**src/cofc_pkg.sv**
```systemverilog
package cofc_pkg;

  // Register byte addresses
  localparam logic [3:0] CTRL_ADDR   = 4'h0;
  localparam logic [3:0] STATUS_ADDR = 4'h4;
  localparam logic [3:0] MASK_ADDR   = 4'h8;

  // Control field positions
  localparam int SEL_LSB    = 20;
  localparam int FEN_BIT    = 19;
  localparam int DIV_LSB    = 16;
  localparam int ON_BIT     = 15;
  localparam int OUT_BIT    = 8;

  // Writable control bits: 22..16 and 15
  localparam logic [31:0] CTRL_WMASK = 32'h007F_8000;
  localparam logic [31:0] CTRL_RESET = 32'h0000_0000;

  // Status bits
  localparam int EV_RISE = 0;
  localparam int EV_FALL = 1;
  localparam int EV_W    = 2;

  // Filter sample count
  localparam int FILT_SAMPLES = 3;

  // Clock source codes
  typedef enum logic [2:0] {
    SRC_SYS  = 3'h0,
    SRC_PB   = 3'h1,
    SRC_PWM  = 3'h2,
    SRC_REF  = 3'h3,
    SRC_TMR2 = 3'h4,
    SRC_TMR3 = 3'h5,
    SRC_TMR4 = 3'h6,
    SRC_TMR5 = 3'h7
  } cofc_src_t;

  // Source tick inputs, all one-cycle pulses on mclk
  typedef struct packed {
    logic       pb_tick;
    logic       pwm_event;
    logic       ref_tick;
    logic [3:0] tmr_match;
  } cofc_ticks_t;

  // Ratio 2**code minus one, as a terminal count
  function automatic logic [6:0] div_term(input logic [2:0] code);
    div_term = 7'((8'h01 << code) - 8'h01);
  endfunction

endpackage

```
**src/cofc_top.sv**
```systemverilog
// Summary of operation
// - Bits 22:20 choose filter clock source
// - Bit 19 set filters, clear bypasses
// - Bits 18:16 divide sample clock by 2**n
// - Divider follows currently selected source
// - Bit 15 enables channel, resets 0
// - Bits 31:23 read zero, ignore writes
// - Flags set on events regardless of mask
`timescale 1ns/10ps
module cofc_top
  import cofc_pkg::*;
(
  input  wire logic                  mclk,
  input  wire logic                  reset,
  input  wire logic [3:0]            avs_address,
  input  wire logic                  avs_read,
  input  wire logic                  avs_write,
  input  wire logic [31:0]           avs_writedata,
  input  wire logic [3:0]            avs_byteenable,
  output logic      [31:0]           avs_readdata,
  output logic                       avs_waitrequest,
  input  wire logic                  comp_raw,
  input  wire cofc_pkg::cofc_ticks_t ticks,
  output logic                       comp_enable,
  output logic                       comparator_output_state,
  output logic                       irq
);
  import cofc_pkg::*;

  logic [31:0] ctrl_ff;
  logic [EV_W-1:0] status_ff;
  logic [EV_W-1:0] mask_ff;
  logic        raw_s1_ff;
  logic        raw_s2_ff;
  logic        filt_ff;
  logic        out_prev_ff;
  logic [1:0]  same_ff;
  logic        ack_ff;
  logic        src_tick;
  logic        div_tick;
  logic        nxt_out;
  logic [31:0] wbe;
  logic        wr_go;
  logic        rd_go;
  logic [EV_W-1:0] ev;
  logic        wr_ctrl;
  logic        wr_status;
  logic        wr_mask;

  // Byte enables widened to a bit mask
  assign wbe = {{8{avs_byteenable[3]}}, {8{avs_byteenable[2]}},
                {8{avs_byteenable[1]}}, {8{avs_byteenable[0]}}};
  // Writes land at the edge after the wait cycle, ending the cycle with waitrequest low
  assign wr_go = avs_write && ack_ff;
  assign rd_go = avs_read && !ack_ff;

  // Write strobes, one per register
  always_comb
  begin
    wr_ctrl   = 1'b0;
    wr_status = 1'b0;
    wr_mask   = 1'b0;
    if (wr_go && avs_address == CTRL_ADDR)
    begin
      wr_ctrl = 1'b1;
    end
    else if (wr_go && avs_address == STATUS_ADDR)
    begin
      wr_status = 1'b1;
    end
    else if (wr_go && avs_address == MASK_ADDR)
    begin
      wr_mask = 1'b1;
    end
  end

  // One wait cycle, then the access completes
  always_ff @(posedge mclk)
  begin
    if (reset)
    begin
      ack_ff          <= 1'b0;
      avs_waitrequest <= 1'b1;
    end
    else
    begin
      ack_ff          <= (avs_read || avs_write) && !ack_ff;
      avs_waitrequest <= !((avs_read || avs_write) && !ack_ff);
    end
  end

  // Control register
  always_ff @(posedge mclk)
  begin
    if (reset)
    begin
      ctrl_ff <= CTRL_RESET;
    end
    else if (wr_ctrl)
    begin
      ctrl_ff <= (ctrl_ff & ~(wbe & CTRL_WMASK))
               | (avs_writedata & wbe & CTRL_WMASK);
    end
  end

  // Mask register
  always_ff @(posedge mclk)
  begin
    if (reset)
    begin
      mask_ff <= '0;
    end
    else if (wr_mask && avs_byteenable[0])
    begin
      mask_ff <= avs_writedata[EV_W-1:0];
    end
  end

  // Sticky status, set wins over clear
  always_ff @(posedge mclk)
  begin
    if (reset)
    begin
      status_ff <= '0;
    end
    else if (wr_status && avs_byteenable[0])
    begin
      status_ff <= (status_ff & ~avs_writedata[EV_W-1:0]) | ev;
    end
    else
    begin
      status_ff <= status_ff | ev;
    end
  end

  always_ff @(posedge mclk)
  begin
    if (reset)
    begin
      irq <= 1'b0;
    end
    else
    begin
      irq <= |(status_ff & mask_ff);
    end
  end

  // Read data
  always_ff @(posedge mclk)
  begin
    if (reset)
    begin
      avs_readdata <= 32'h0000_0000;
    end
    else if (rd_go)
    begin
      if (avs_address == CTRL_ADDR)
      begin
        avs_readdata <= (ctrl_ff & CTRL_WMASK)
                      | (32'(comparator_output_state) << OUT_BIT);
      end
      else if (avs_address == STATUS_ADDR)
      begin
        avs_readdata <= 32'(status_ff);
      end
      else if (avs_address == MASK_ADDR)
      begin
        avs_readdata <= 32'(mask_ff);
      end
      else
      begin
        avs_readdata <= 32'h0000_0000;
      end
    end
  end

  // Source select
  always_comb
  begin
    case (cofc_src_t'(ctrl_ff[SEL_LSB +: 3]))
      SRC_SYS:  src_tick = 1'b1;
      SRC_PB:   src_tick = ticks.pb_tick;
      SRC_PWM:  src_tick = ticks.pwm_event;
      SRC_REF:  src_tick = ticks.ref_tick;
      SRC_TMR2: src_tick = ticks.tmr_match[0];
      SRC_TMR3: src_tick = ticks.tmr_match[1];
      SRC_TMR4: src_tick = ticks.tmr_match[2];
      default:  src_tick = ticks.tmr_match[3];
    endcase
  end

  cofc_divider u_div (
    .mclk     (mclk),
    .reset    (reset),
    .tick_in  (src_tick),
    .code     (ctrl_ff[DIV_LSB +: 3]),
    .tick_out (div_tick)
  );

  // Raw comparator synchroniser
  always_ff @(posedge mclk)
  begin
    if (reset)
    begin
      raw_s1_ff <= 1'b0;
      raw_s2_ff <= 1'b0;
    end
    else
    begin
      raw_s1_ff <= comp_raw;
      raw_s2_ff <= raw_s1_ff;
    end
  end

  // Stability filter on divided samples
  always_ff @(posedge mclk)
  begin
    if (reset)
    begin
      filt_ff <= 1'b0;
      same_ff <= 2'h0;
    end
    else if (div_tick)
    begin
      if (raw_s2_ff == filt_ff)
      begin
        same_ff <= 2'h0;
      end
      else if (same_ff == 2'(FILT_SAMPLES - 1))
      begin
        filt_ff <= raw_s2_ff;
        same_ff <= 2'h0;
      end
      else
      begin
        same_ff <= same_ff + 2'h1;
      end
    end
  end

  // Bypass or filtered level, forced low while off
  always_comb
  begin
    if (!ctrl_ff[ON_BIT])
    begin
      nxt_out = 1'b0;
    end
    else if (ctrl_ff[FEN_BIT])
    begin
      nxt_out = filt_ff;
    end
    else
    begin
      nxt_out = raw_s2_ff;
    end
  end

  // Output state pin
  always_ff @(posedge mclk)
  begin
    if (reset)
    begin
      comparator_output_state <= 1'b0;
    end
    else
    begin
      comparator_output_state <= nxt_out;
    end
  end

  // Previous output for edge detection
  always_ff @(posedge mclk)
  begin
    if (reset)
    begin
      out_prev_ff <= 1'b0;
    end
    else
    begin
      out_prev_ff <= comparator_output_state;
    end
  end

  // Enable pin to the analog front end
  always_ff @(posedge mclk)
  begin
    if (reset)
    begin
      comp_enable <= 1'b0;
    end
    else
    begin
      comp_enable <= ctrl_ff[ON_BIT];
    end
  end

  // Edge events only while enabled
  always_comb
  begin
    if (ctrl_ff[ON_BIT])
    begin
      ev[EV_RISE] = ~out_prev_ff & comparator_output_state;
      ev[EV_FALL] = out_prev_ff & ~comparator_output_state;
    end
    else
    begin
      ev = '0;
    end
  end

endmodule

```
**src/cofc_divider.sv**
```systemverilog
`timescale 1ns/10ps
module cofc_divider
  import cofc_pkg::*;
(
  input  wire logic       mclk,
  input  wire logic       reset,
  input  wire logic       tick_in,
  input  wire logic [2:0] code,
  output logic            tick_out
);
  import cofc_pkg::*;

  logic [6:0] count_ff;

  // Power-of-two prescale of the selected source
  always_ff @(posedge mclk)
  begin
    if (reset)
    begin
      count_ff <= 7'h00;
      tick_out <= 1'b0;
    end
    else
    begin
      tick_out <= 1'b0;
      if (tick_in)
      begin
        if (count_ff >= div_term(code))
        begin
          count_ff <= 7'h00;
          tick_out <= 1'b1;
        end
        else
        begin
          count_ff <= count_ff + 7'h01;
        end
      end
    end
  end

endmodule

```
**config.mk**
```make
export PLATFORM = sky130hd
export DESIGN_NAME = cofc_top
export DESIGN_NICKNAME = d
export VERILOG_FILES = /design/src/cofc_pkg.sv /design/src/cofc_top.sv /design/src/cofc_divider.sv
export SDC_FILE = /design/constraint.sdc
export NUM_CORES = 1
export LEC_CHECK = 0
export BUFFER_PORTS_ARGS = -buffer_cell sky130_fd_sc_hd__buf_2
export CAP_MARGIN = 30
export CORE_ASPECT_RATIO = 0.8
export CORE_MARGIN = 10
export CORE_UTILIZATION = 47
export CTS_CLUSTER_DIAMETER = 200
export DETAILED_ROUTE_END_ITERATION = 8
export PLACE_DENSITY = 0.83
export SKIP_LAST_GASP = 1
export SYNTH_ARGS = -nofsm -noshare
export SYNTH_HDL_FRONTEND = slang
export SYNTH_HIERARCHICAL = 1
export SYNTH_SLANG_ARGS = --single-unit
```
**constraint.sdc**
```tcl
create_clock -name mclk -period 2.6 [get_ports mclk]
set_input_delay 0.52 -clock mclk [delete_from_list [all_inputs] [get_ports mclk]]
set_output_delay 0.52 -clock mclk [all_outputs]
set_load 0.1 [all_outputs]
```
Yosys cells after proc, flatten, opt, wreduce, memory -nomap -nowiden
Index checks and enable logic that the tools add are counted.
{ "word_totals": {"ram_bits": 0, "latchBits": 0, "memories": 0, "register_bits": 87, "in_bits": 52, "rom_bits": 0} }
{ "classes": {"mux": 17, "n_eq_ne": 10, "add_sub_neg": 3, "order_cmp": 1, "n_mul": 0, "n_reduce_logical": 17, "shifts": 1, "n_div": 0, "bitwise_logic": 17} }
{ "op_table": {"columns": ["cell", "n"], "rows": [
  ["AND 32 bit", 1],
  ["inverter 23 -> 32 bit", 1],
  ["OR 32 x 23 -> 32 bit", 1],
  ["AND 23 bit", 1],
  ["two-way mux 23 bit", 1],
  ["OR 23 x 9 -> 23 bit", 1],
  ["two-way mux 2 bit", 6],
  ["equality test 3 bit, second input constant", 3],
  ["logical AND 1 bit", 8],
  ["two-way mux 1 bit", 8],
  ["adder 7 x 1 -> 7 bit, second input constant", 1],
  [">= comparator 7 bit", 1],
  ["two-way mux 7 bit", 1],
  ["one-hot mux 1 bit (7 select lines)", 1],
  ["<< shifter 1 x 3 -> 7 bit, first input constant", 1],
  ["subtractor 7 x 1 -> 7 bit, second input constant", 1],
  ["equality test 3 x 2 -> 1 bit, second input constant", 2],
  ["OR reduction 2 bit", 3],
  ["inverter 1 bit", 5],
  ["AND 2 bit", 2],
  ["equality test 4 x 3 -> 1 bit, second input constant", 1],
  ["equality test 4 bit, second input constant", 1],
  ["logical NOT 4 bit", 1],
  ["OR 2 bit", 2],
  ["10 further kinds", 12]
]} }

Longest topological paths before layout
Gate-level depths: netlist of run 1.
{ "depth": {"ltp_word": 6, "depth_mapped": 8, "ltp_nobuf": 7} }

Modules after synthesis
Netlist of run 1, hierarchy kept.
{ "modules_own_cells": {"columns": ["mod", "instances", "area_per_inst_um2", "seq_area_each_um2", "cells_per_inst"], "rows": [
  ["cofc_top", 1, 1542.7, 680.7, 174],
  ["cofc_divider", 1, 525.5, 160.2, 57]
]} }

Worst setup path before layout of run 1
OpenSTA, ideal clock, no wires.
{ "synth_timing": {"path_kind": "input to register", "from": "input port ticks[3] (netlist bit)", "to": "register u_div.tick_out", "setup_ps": 114, "arrival_time_ps": 1852, "required_time_ps": 2486, "path_buffers": 1, "setup_slack_ps": 633, "cell_stages": 7, "path_cell_list": "mux4_2 a21o_1 buf_4 and4_4 a2bb2oi_2 o21ai_4 and2b_1"} }
{ "synth_via": {"elab_chain_len": 3} }
{ "synth_lines": {"columns": ["item", "line_no", "rtl"], "rows": [
  ["start: declaration", "cofc_top.sv:23", "input wire cofc_pkg::cofc_ticks_t ticks,"],
  ["one-hot mux 1 bit (7 select lines)", "cofc_top.sv:180", "case (cofc_src_t'(ctrl_ff[SEL_LSB +: 3]))"],
  ["named net src_tick", "cofc_top.sv:39", "logic src_tick;"],
  ["inverter 1 bit (no source line)", null, null],
  ["OR reduction 2 bit (no source line)", null, null],
  ["end signal: assignment", "cofc_divider.sv:21", "tick_out <= 1'b0;"],
  ["end signal: assignment", "cofc_divider.sv:25", "tick_out <= 1'b0;"],
  ["end signal: assignment", "cofc_divider.sv:31", "tick_out <= 1'b1;"],
  ["end: declaration", "cofc_divider.sv:9", "output logic tick_out"]
]} }
The timed path passes the listed nets, and every way through them passes these cells.
A chain may end at the register's enable or synchronous reset.

==> results.md, run 1 <==
- Fraction of layout cells with a size suffix above 1: 20.9%
- Nature of the critical path endpoint: flop
- CP peak stage delay: 520 ps
- Die height: 79.3 µm
- Initial antenna violation count: 0
- Flops & latches, synth: 42
- Clk_lat worst skew: 290 ps
- Clock Tree Buf Depth: 2
- First-pass iteration count of the detailed router: 4
- Tot GR Track Use: 12.2%
- Tmin final: 2030 ps
- Postcts setup bufs: 0
- CTS tree: yes
- Switch share: 30.5%
- Wire per inst: 13.6 µm
- P per Cell Area: 547 mW/mm²
- Post-CTS Resized: 0
- Antenna cells: 0
- Detail Placement HPWL: 3.49 mm
- Input/output buffers: 43
- Endpoints failing setup: 0
- Tcrit/Tclk final: 78.1%
- Hold Fails Final Rpt: 0
- Initial core utilization: 49.2%
- Count of cell types in the netlist: 41
- Commonest non-fill, non-tap cell in the layout: buf_2
- Sequential power share: 51.2%
- Critical path's slowest cell: mux4_2
- Status: finished, final reports clean
- ANT nets after route: 0
- Crit Path Category: reg2reg
- Worst Hold Class: reg2reg
- Sw Pwr: 389 µW
- Vias: 1650
- Hold-fix buffers at CTS: 0
- WHS: 437 ps
- DRC viols: 0
- Pleak: 0.974 nW
- Seq/Total Area, Yosys: 40.7%
- Final WL: 4.47 mm
- Largest delay share family, worst path: compound AO/OA/AOI/OAI gates
- Global placer's final weighted congestion: 0.810
- Largest net degree at the start of global routing: 21
- TNS Setup: 0 ps
- Layout Nets: 334
- Gate power share: 17.1%
- Synthesized area: 0.00207 mm²
- Reg clk slew, reported paths: 70 ps
- VDD IR max: 321 µV
- Setup Skew: 5.82 ps
- Initial DRC Count: 99
- Total length of routed met3 wires: 225 µm
- Data arrival time of the worst path: 2220 ps
- Core footprint: 0.00420 mm²
- Die Area: 0.00747 mm²
- Maximum clock rate: 0.492 GHz
- Max Cap Viol: 0
- Area delta synth->final: 12.8%
- Max_slew headroom: 48.8%
- Sink Count: 42
- Mapped Avg Cell Area: 8.95 µm²
- Wire length on met1: 1.98 mm
- Row count: 21
- Hold_sp: raw_s1_ff
- CTS Root Cell: clkbuf_8
- First-pass GRT wire length: 7.38 mm
- WP buf/inv: 0
- Vias per inst: 5.00
- Max Slew Vio Count: 0
- Most frequent cells in the layout: 43 x buf_2, 42 x dfxtp_1, 40 x nand2_1
- Clock power frac: 31.7%
- Cts bufs inserted: 5
- Crit-path max FO: 8
- H-Tree Depth: 2
- GRT Residual Overflow: 0
- Synth warn: 6
- Vias in the first global route: 1627
- Max Used Layer: met4
- Die width: 94.2 µm
- Internal Power: 886 µW
- Cells after Synth: 231
- Ports: 88
- Required time of the critical path: 2790 ps
- Least-Margin Pin Slew: 763 ps
- RSZ-0062 raised after global routing: false
- CP startpoint kind: flop
- Metal2 WL: 2.15 mm
- Cell Chain, Critical Path: mux4_2 > a21o_1 > and4_4 > a2bb2oi_2 > o21ai_4 > and2b_1
==> synth_stat cells <==
cell type,count,area [µm²]
nor3_1,7,35.0
a31oi_1,1,6.26
nor4_4,1,21.3
nand4b_1,3,26.3
xnor2_1,3,26.3
a2bb2oi_2,1,15.0
nand2b_1,4,25.0
buf_4,23,173
nand4_1,2,12.5
nand2_2,1,6.26
buf_1,1,3.75
a41o_1,1,10.0
mux2i_1,13,130
and3_1,1,6.26
o21a_1,1,7.51
and4_4,1,11.3
o2111ai_1,1,8.76
o21ai_0,6,30.0
dfxtp_1,42,841
or3_1,1,6.26
nand3_1,3,15.0
nor2_1,10,37.5
xor2_1,4,35.0
inv_1,5,18.8
nand3b_1,4,30.0
clkbuf_1,5,18.8
nand4bb_1,1,11.3
and2b_1,1,7.51
conb_1,1,3.75
nor2b_1,7,43.8
nor3b_1,2,15.0
o21ai_4,1,16.3
mux4_2,1,22.5
o21ai_1,1,5.00
a21oi_1,15,75.1
and4_1,1,8.76
nand2_1,40,150
a21o_1,2,15.0
a22oi_1,3,22.5
a211oi_1,2,15.0
ha_1,8,100
==> layer usage <==
metal  GRT usage (%)  up-vias
li1                -      833
met1            13.8      764
met2            19.5       42
met3            4.70       11
met4            6.06        0
met5               0        -
==> layout make-up <==
class                   count  area (µm²)
multi-input cells         175        1090
fillers                   404        1870
inverters                   5        18.8
clock buffers               6        82.6
repair buffers             45         230
flip-flops and latches     42         841
well taps                  57        71.3
==> power by group through the flow <==
stage | clock, mW | combinational, mW | sequential (mW)
after global routing | 0.438 | 0.228 | 0.654
after global placement | 0 | 0.215 | 0.668
after CTS | 0.413 | 0.216 | 0.653
final | 0.404 | 0.218 | 0.653
after floorplan | 0 | 0.193 | 0.677
after detailed placement | 0 | 0.216 | 0.668
==> worst paths after layout <==
kind / endpoint / slack (ps) / depth (start not counted)
worst max register to register: u_div/tick_out / 570 / 6
worst min register to register: raw_s2_ff / 440 / 1
worst max-delay path: u_div/tick_out / 570 / 6
worst min-delay path: raw_s2_ff / 440 / 1
==> per-stage QoR <==
step	instances	utilization [%]	setup slack [ps]	cell area, µm²	power, mW
after CTS	330	55.5	574	2330	1.28
after detailed placement	324	53.5	465	2250	0.884
after global placement	324	53.5	490	2250	0.883
after floorplan	251	-	633	2140	0.870
final	330	55.5	569	2330	1.28
after global routing	330	55.5	486	2330	1.32
==> cell families (layout without fill, tap and decap cells) <==
family	count (synthesis)	after routing	synth area share [%]
AND/OR/NAND/NOR	90	90	22.7
flip-flops	42	42	40.7
AO/OA/AOI/OAI	35	35	10.9
buffers and inverters	34	56	10.3
multiplexers	14	14	7.38
adder cells (fa/ha/maj)	8	8	4.84
XOR/XNOR	7	7	2.96
other	1	21	0.181
No activity file was read; power rests on OpenSTA's default activity.
==> run 2, diff against run 1 <==
clock period = 2.07 ns   (was 2.6 ns; I/O delays follow)
==> results.md, run 2 (same netlist as run 1, synthesis figures left out) <==
- Reg clk slew, reported paths: 80 ps (about the same)
- CP peak stage delay: 510 ps (about the same)
- Max Cap Viol: 0 (unchanged)
- Dpl ws: 139 ps (-325 ps)
- Endpoints failing setup: 0 (unchanged)
- Internal Power: 1.37 mW (+55%)
- Antenna cells: 0 (unchanged)
- Layout Nets: 339 (+1.5%)
- Max Slew Vio Count: 0 (unchanged)
- Clock power frac: 41.8% (+10 points)
- Cts bufs inserted: 5 (unchanged)
- Final setup margin: 173 ps (-396 ps)
- DRC viols: 0 (unchanged)
- Layout fillers: 389 (-3.7%)
- Tmin final: 1900 ps (-134 ps)
- Maximum clock rate: 0.527 GHz (+7.1%)
- Tcrit/Tclk final: 91.6% (+14 points)
- Fraction of layout cells with a size suffix above 1: 22.9% (+2.0 points)
- Detail Placement HPWL: 3.50 mm (+0.45%)
- Most frequent cells in the layout: 43 x buf_2, 42 x dfxtp_1, 40 x nand2_1
- Die width: 94.2 µm (unchanged)
- GRT Residual Overflow: 0 (unchanged)
- Sw Pwr: 515 µW (+32%)
- Area delta synth->final: 17.5%
- ANT nets after route: 0 (unchanged)
- CTS tree: yes
- CP startpoint kind: flop
- H-Tree Depth: 2 (unchanged)
- Sink Count: 42 (unchanged)
- First-pass iteration count of the detailed router: 4 (unchanged)
- Util after Layout: 57.8% (+2.3 points)
- VDD IR max: 517 µV (+61%)
- CTS Root Cell: clkbuf_8
- Switch share: 27.3% (-3.3 points)
- Vias per inst: 4.82 (-3.7%)
- Clock Tree Buf Depth: 2 (unchanged)
- RSZ-0062 raised after global routing: false
- Wire per inst: 13.4 µm (-1.3%)
- Setup Skew: 3.01 ps (-2.81 ps)
- Nature of the critical path endpoint: flop
- Vias in the first global route: 1653 (+1.6%)
- Data arrival time of the worst path: 2090 ps (-130 ps)
- DP Cell Count: 329 (+1.5%)
- Fin area: 0.00243 mm² (+4.2%)
- Die height: 79.3 µm (unchanged)
- Critical path's slowest cell: mux4_2
- Input/output buffers: 43 (unchanged)
- P per Cell Area: 778 mW/mm² (+42%)
- Crit Path Category: reg2reg
- Clk_lat worst skew: 290 ps (about the same)
- Pleak: 1.03 nW (+5.3%)
- Commonest non-fill, non-tap cell in the layout: buf_2
- Initial DRC Count: 97 (-2.0%)
- Worst Hold Class: in2reg
- Filler-free cell count of the finished design: 337 (+2.1%)
- Vias: 1623 (-1.6%)
- Global placer's final weighted congestion: 0.790 (-2.5%)
- Hold Fails Final Rpt: 0 (unchanged)
- Status: finished, final reports clean
- Post-CTS Resized: 0 (unchanged)
- Cell Chain, Critical Path: mux4_2 > a21o_1 > and4_4 > a2bb2oi_2 > o21ai_4 > and2b_1
- Hold-fix buffers at CTS: 0 (unchanged)
- Tot GR Track Use: 12.1% (-0.032 points)
- Row count: 21 (unchanged)
- Sequential power share: 43.4% (-7.8 points)
- Crit-path max FO: 8 (unchanged)
- Initial antenna violation count: 0 (unchanged)
- Die Area: 0.00747 mm² (unchanged)
- Core footprint: 0.00420 mm² (unchanged)
- TNS Setup: 0 ps (unchanged)
- Gate power share: 14.8% (-2.3 points)
- Final WL: 4.51 mm (+0.80%)
- Postcts setup bufs: 0 (unchanged)
- DP Area: 0.00229 mm² (+1.7%)
- Initial core utilization: 49.2% (unchanged)
- First-pass GRT wire length: 7.57 mm (+2.5%)
- Required time of the critical path: 2260 ps (-530 ps)
- Largest net degree at the start of global routing: 20 (-4.8%)
- Ports: 88 (unchanged)
-- run 2: critical path: cells and delay by family (launching register included) --
| family | cells | cell delay, ps |
|---|---|---|
| compound gates | 3 | 520 |
| flops | 1 | 420 |
| mux | 1 | 510 |
| simple gates | 2 | 340 |
-- run 2: worst paths after layout --
check                        start                to  cells past startpoint  slack, ps
setup reg to reg              flop    u_div/tick_out                      6        170
setup / recovery              flop    u_div/tick_out                      6        170
hold reg to reg   avs_readdata[21]  avs_readdata[21]                      2        450
hold / removal            comp_raw         raw_s1_ff                      2        330
-- run 2: per-stage QoR --
| step | power (mW) | hold WS (ps) |
|---|---|---|
| after CTS | 1.90 | 324 |
| after global placement | 1.11 | 421 |
| after detailed placement | 1.12 | 443 |
| after global routing | 1.95 | 350 |
| after floorplan | 1.09 | 414 |
| final | 1.89 | 331 |
-- run 2: per-layer routing --
| layer | wire [µm] | GRT usage (%) | vias up |
|---|---|---|---|
| met2 | 2240 | 20.4 | 40 |
| met3 | 253 | 4.61 | 3 |
| met5 | 0 | 0 | - |
| met4 | 25 | 2.27 | 0 |
| li1 | - | - | 845 |
| met1 | 1990 | 14.4 | 735 |
-- run 2: power by group through the flow --
stage | logic (mW) | clock network (mW) | registers, mW
floorplan | 0.243 | 0 | 0.850
global placement | 0.276 | 0 | 0.839
detailed placement | 0.278 | 0 | 0.839
CTS | 0.278 | 0.803 | 0.820
global route | 0.294 | 0.835 | 0.821
finish | 0.280 | 0.790 | 0.820
-- run 2: area by class of cell --
type                       count  area, µm²  share of cell area (%)
multi-input combinational    175       1090                    44.8
sequential                    42        841                    34.6
timing repair buffer          50        268                    11.0
clock buffer                   6       82.6                    3.40
tap                           57       71.3                    2.94
clock inverter                 2       60.1                    2.47
inverter                       5       18.8                   0.772
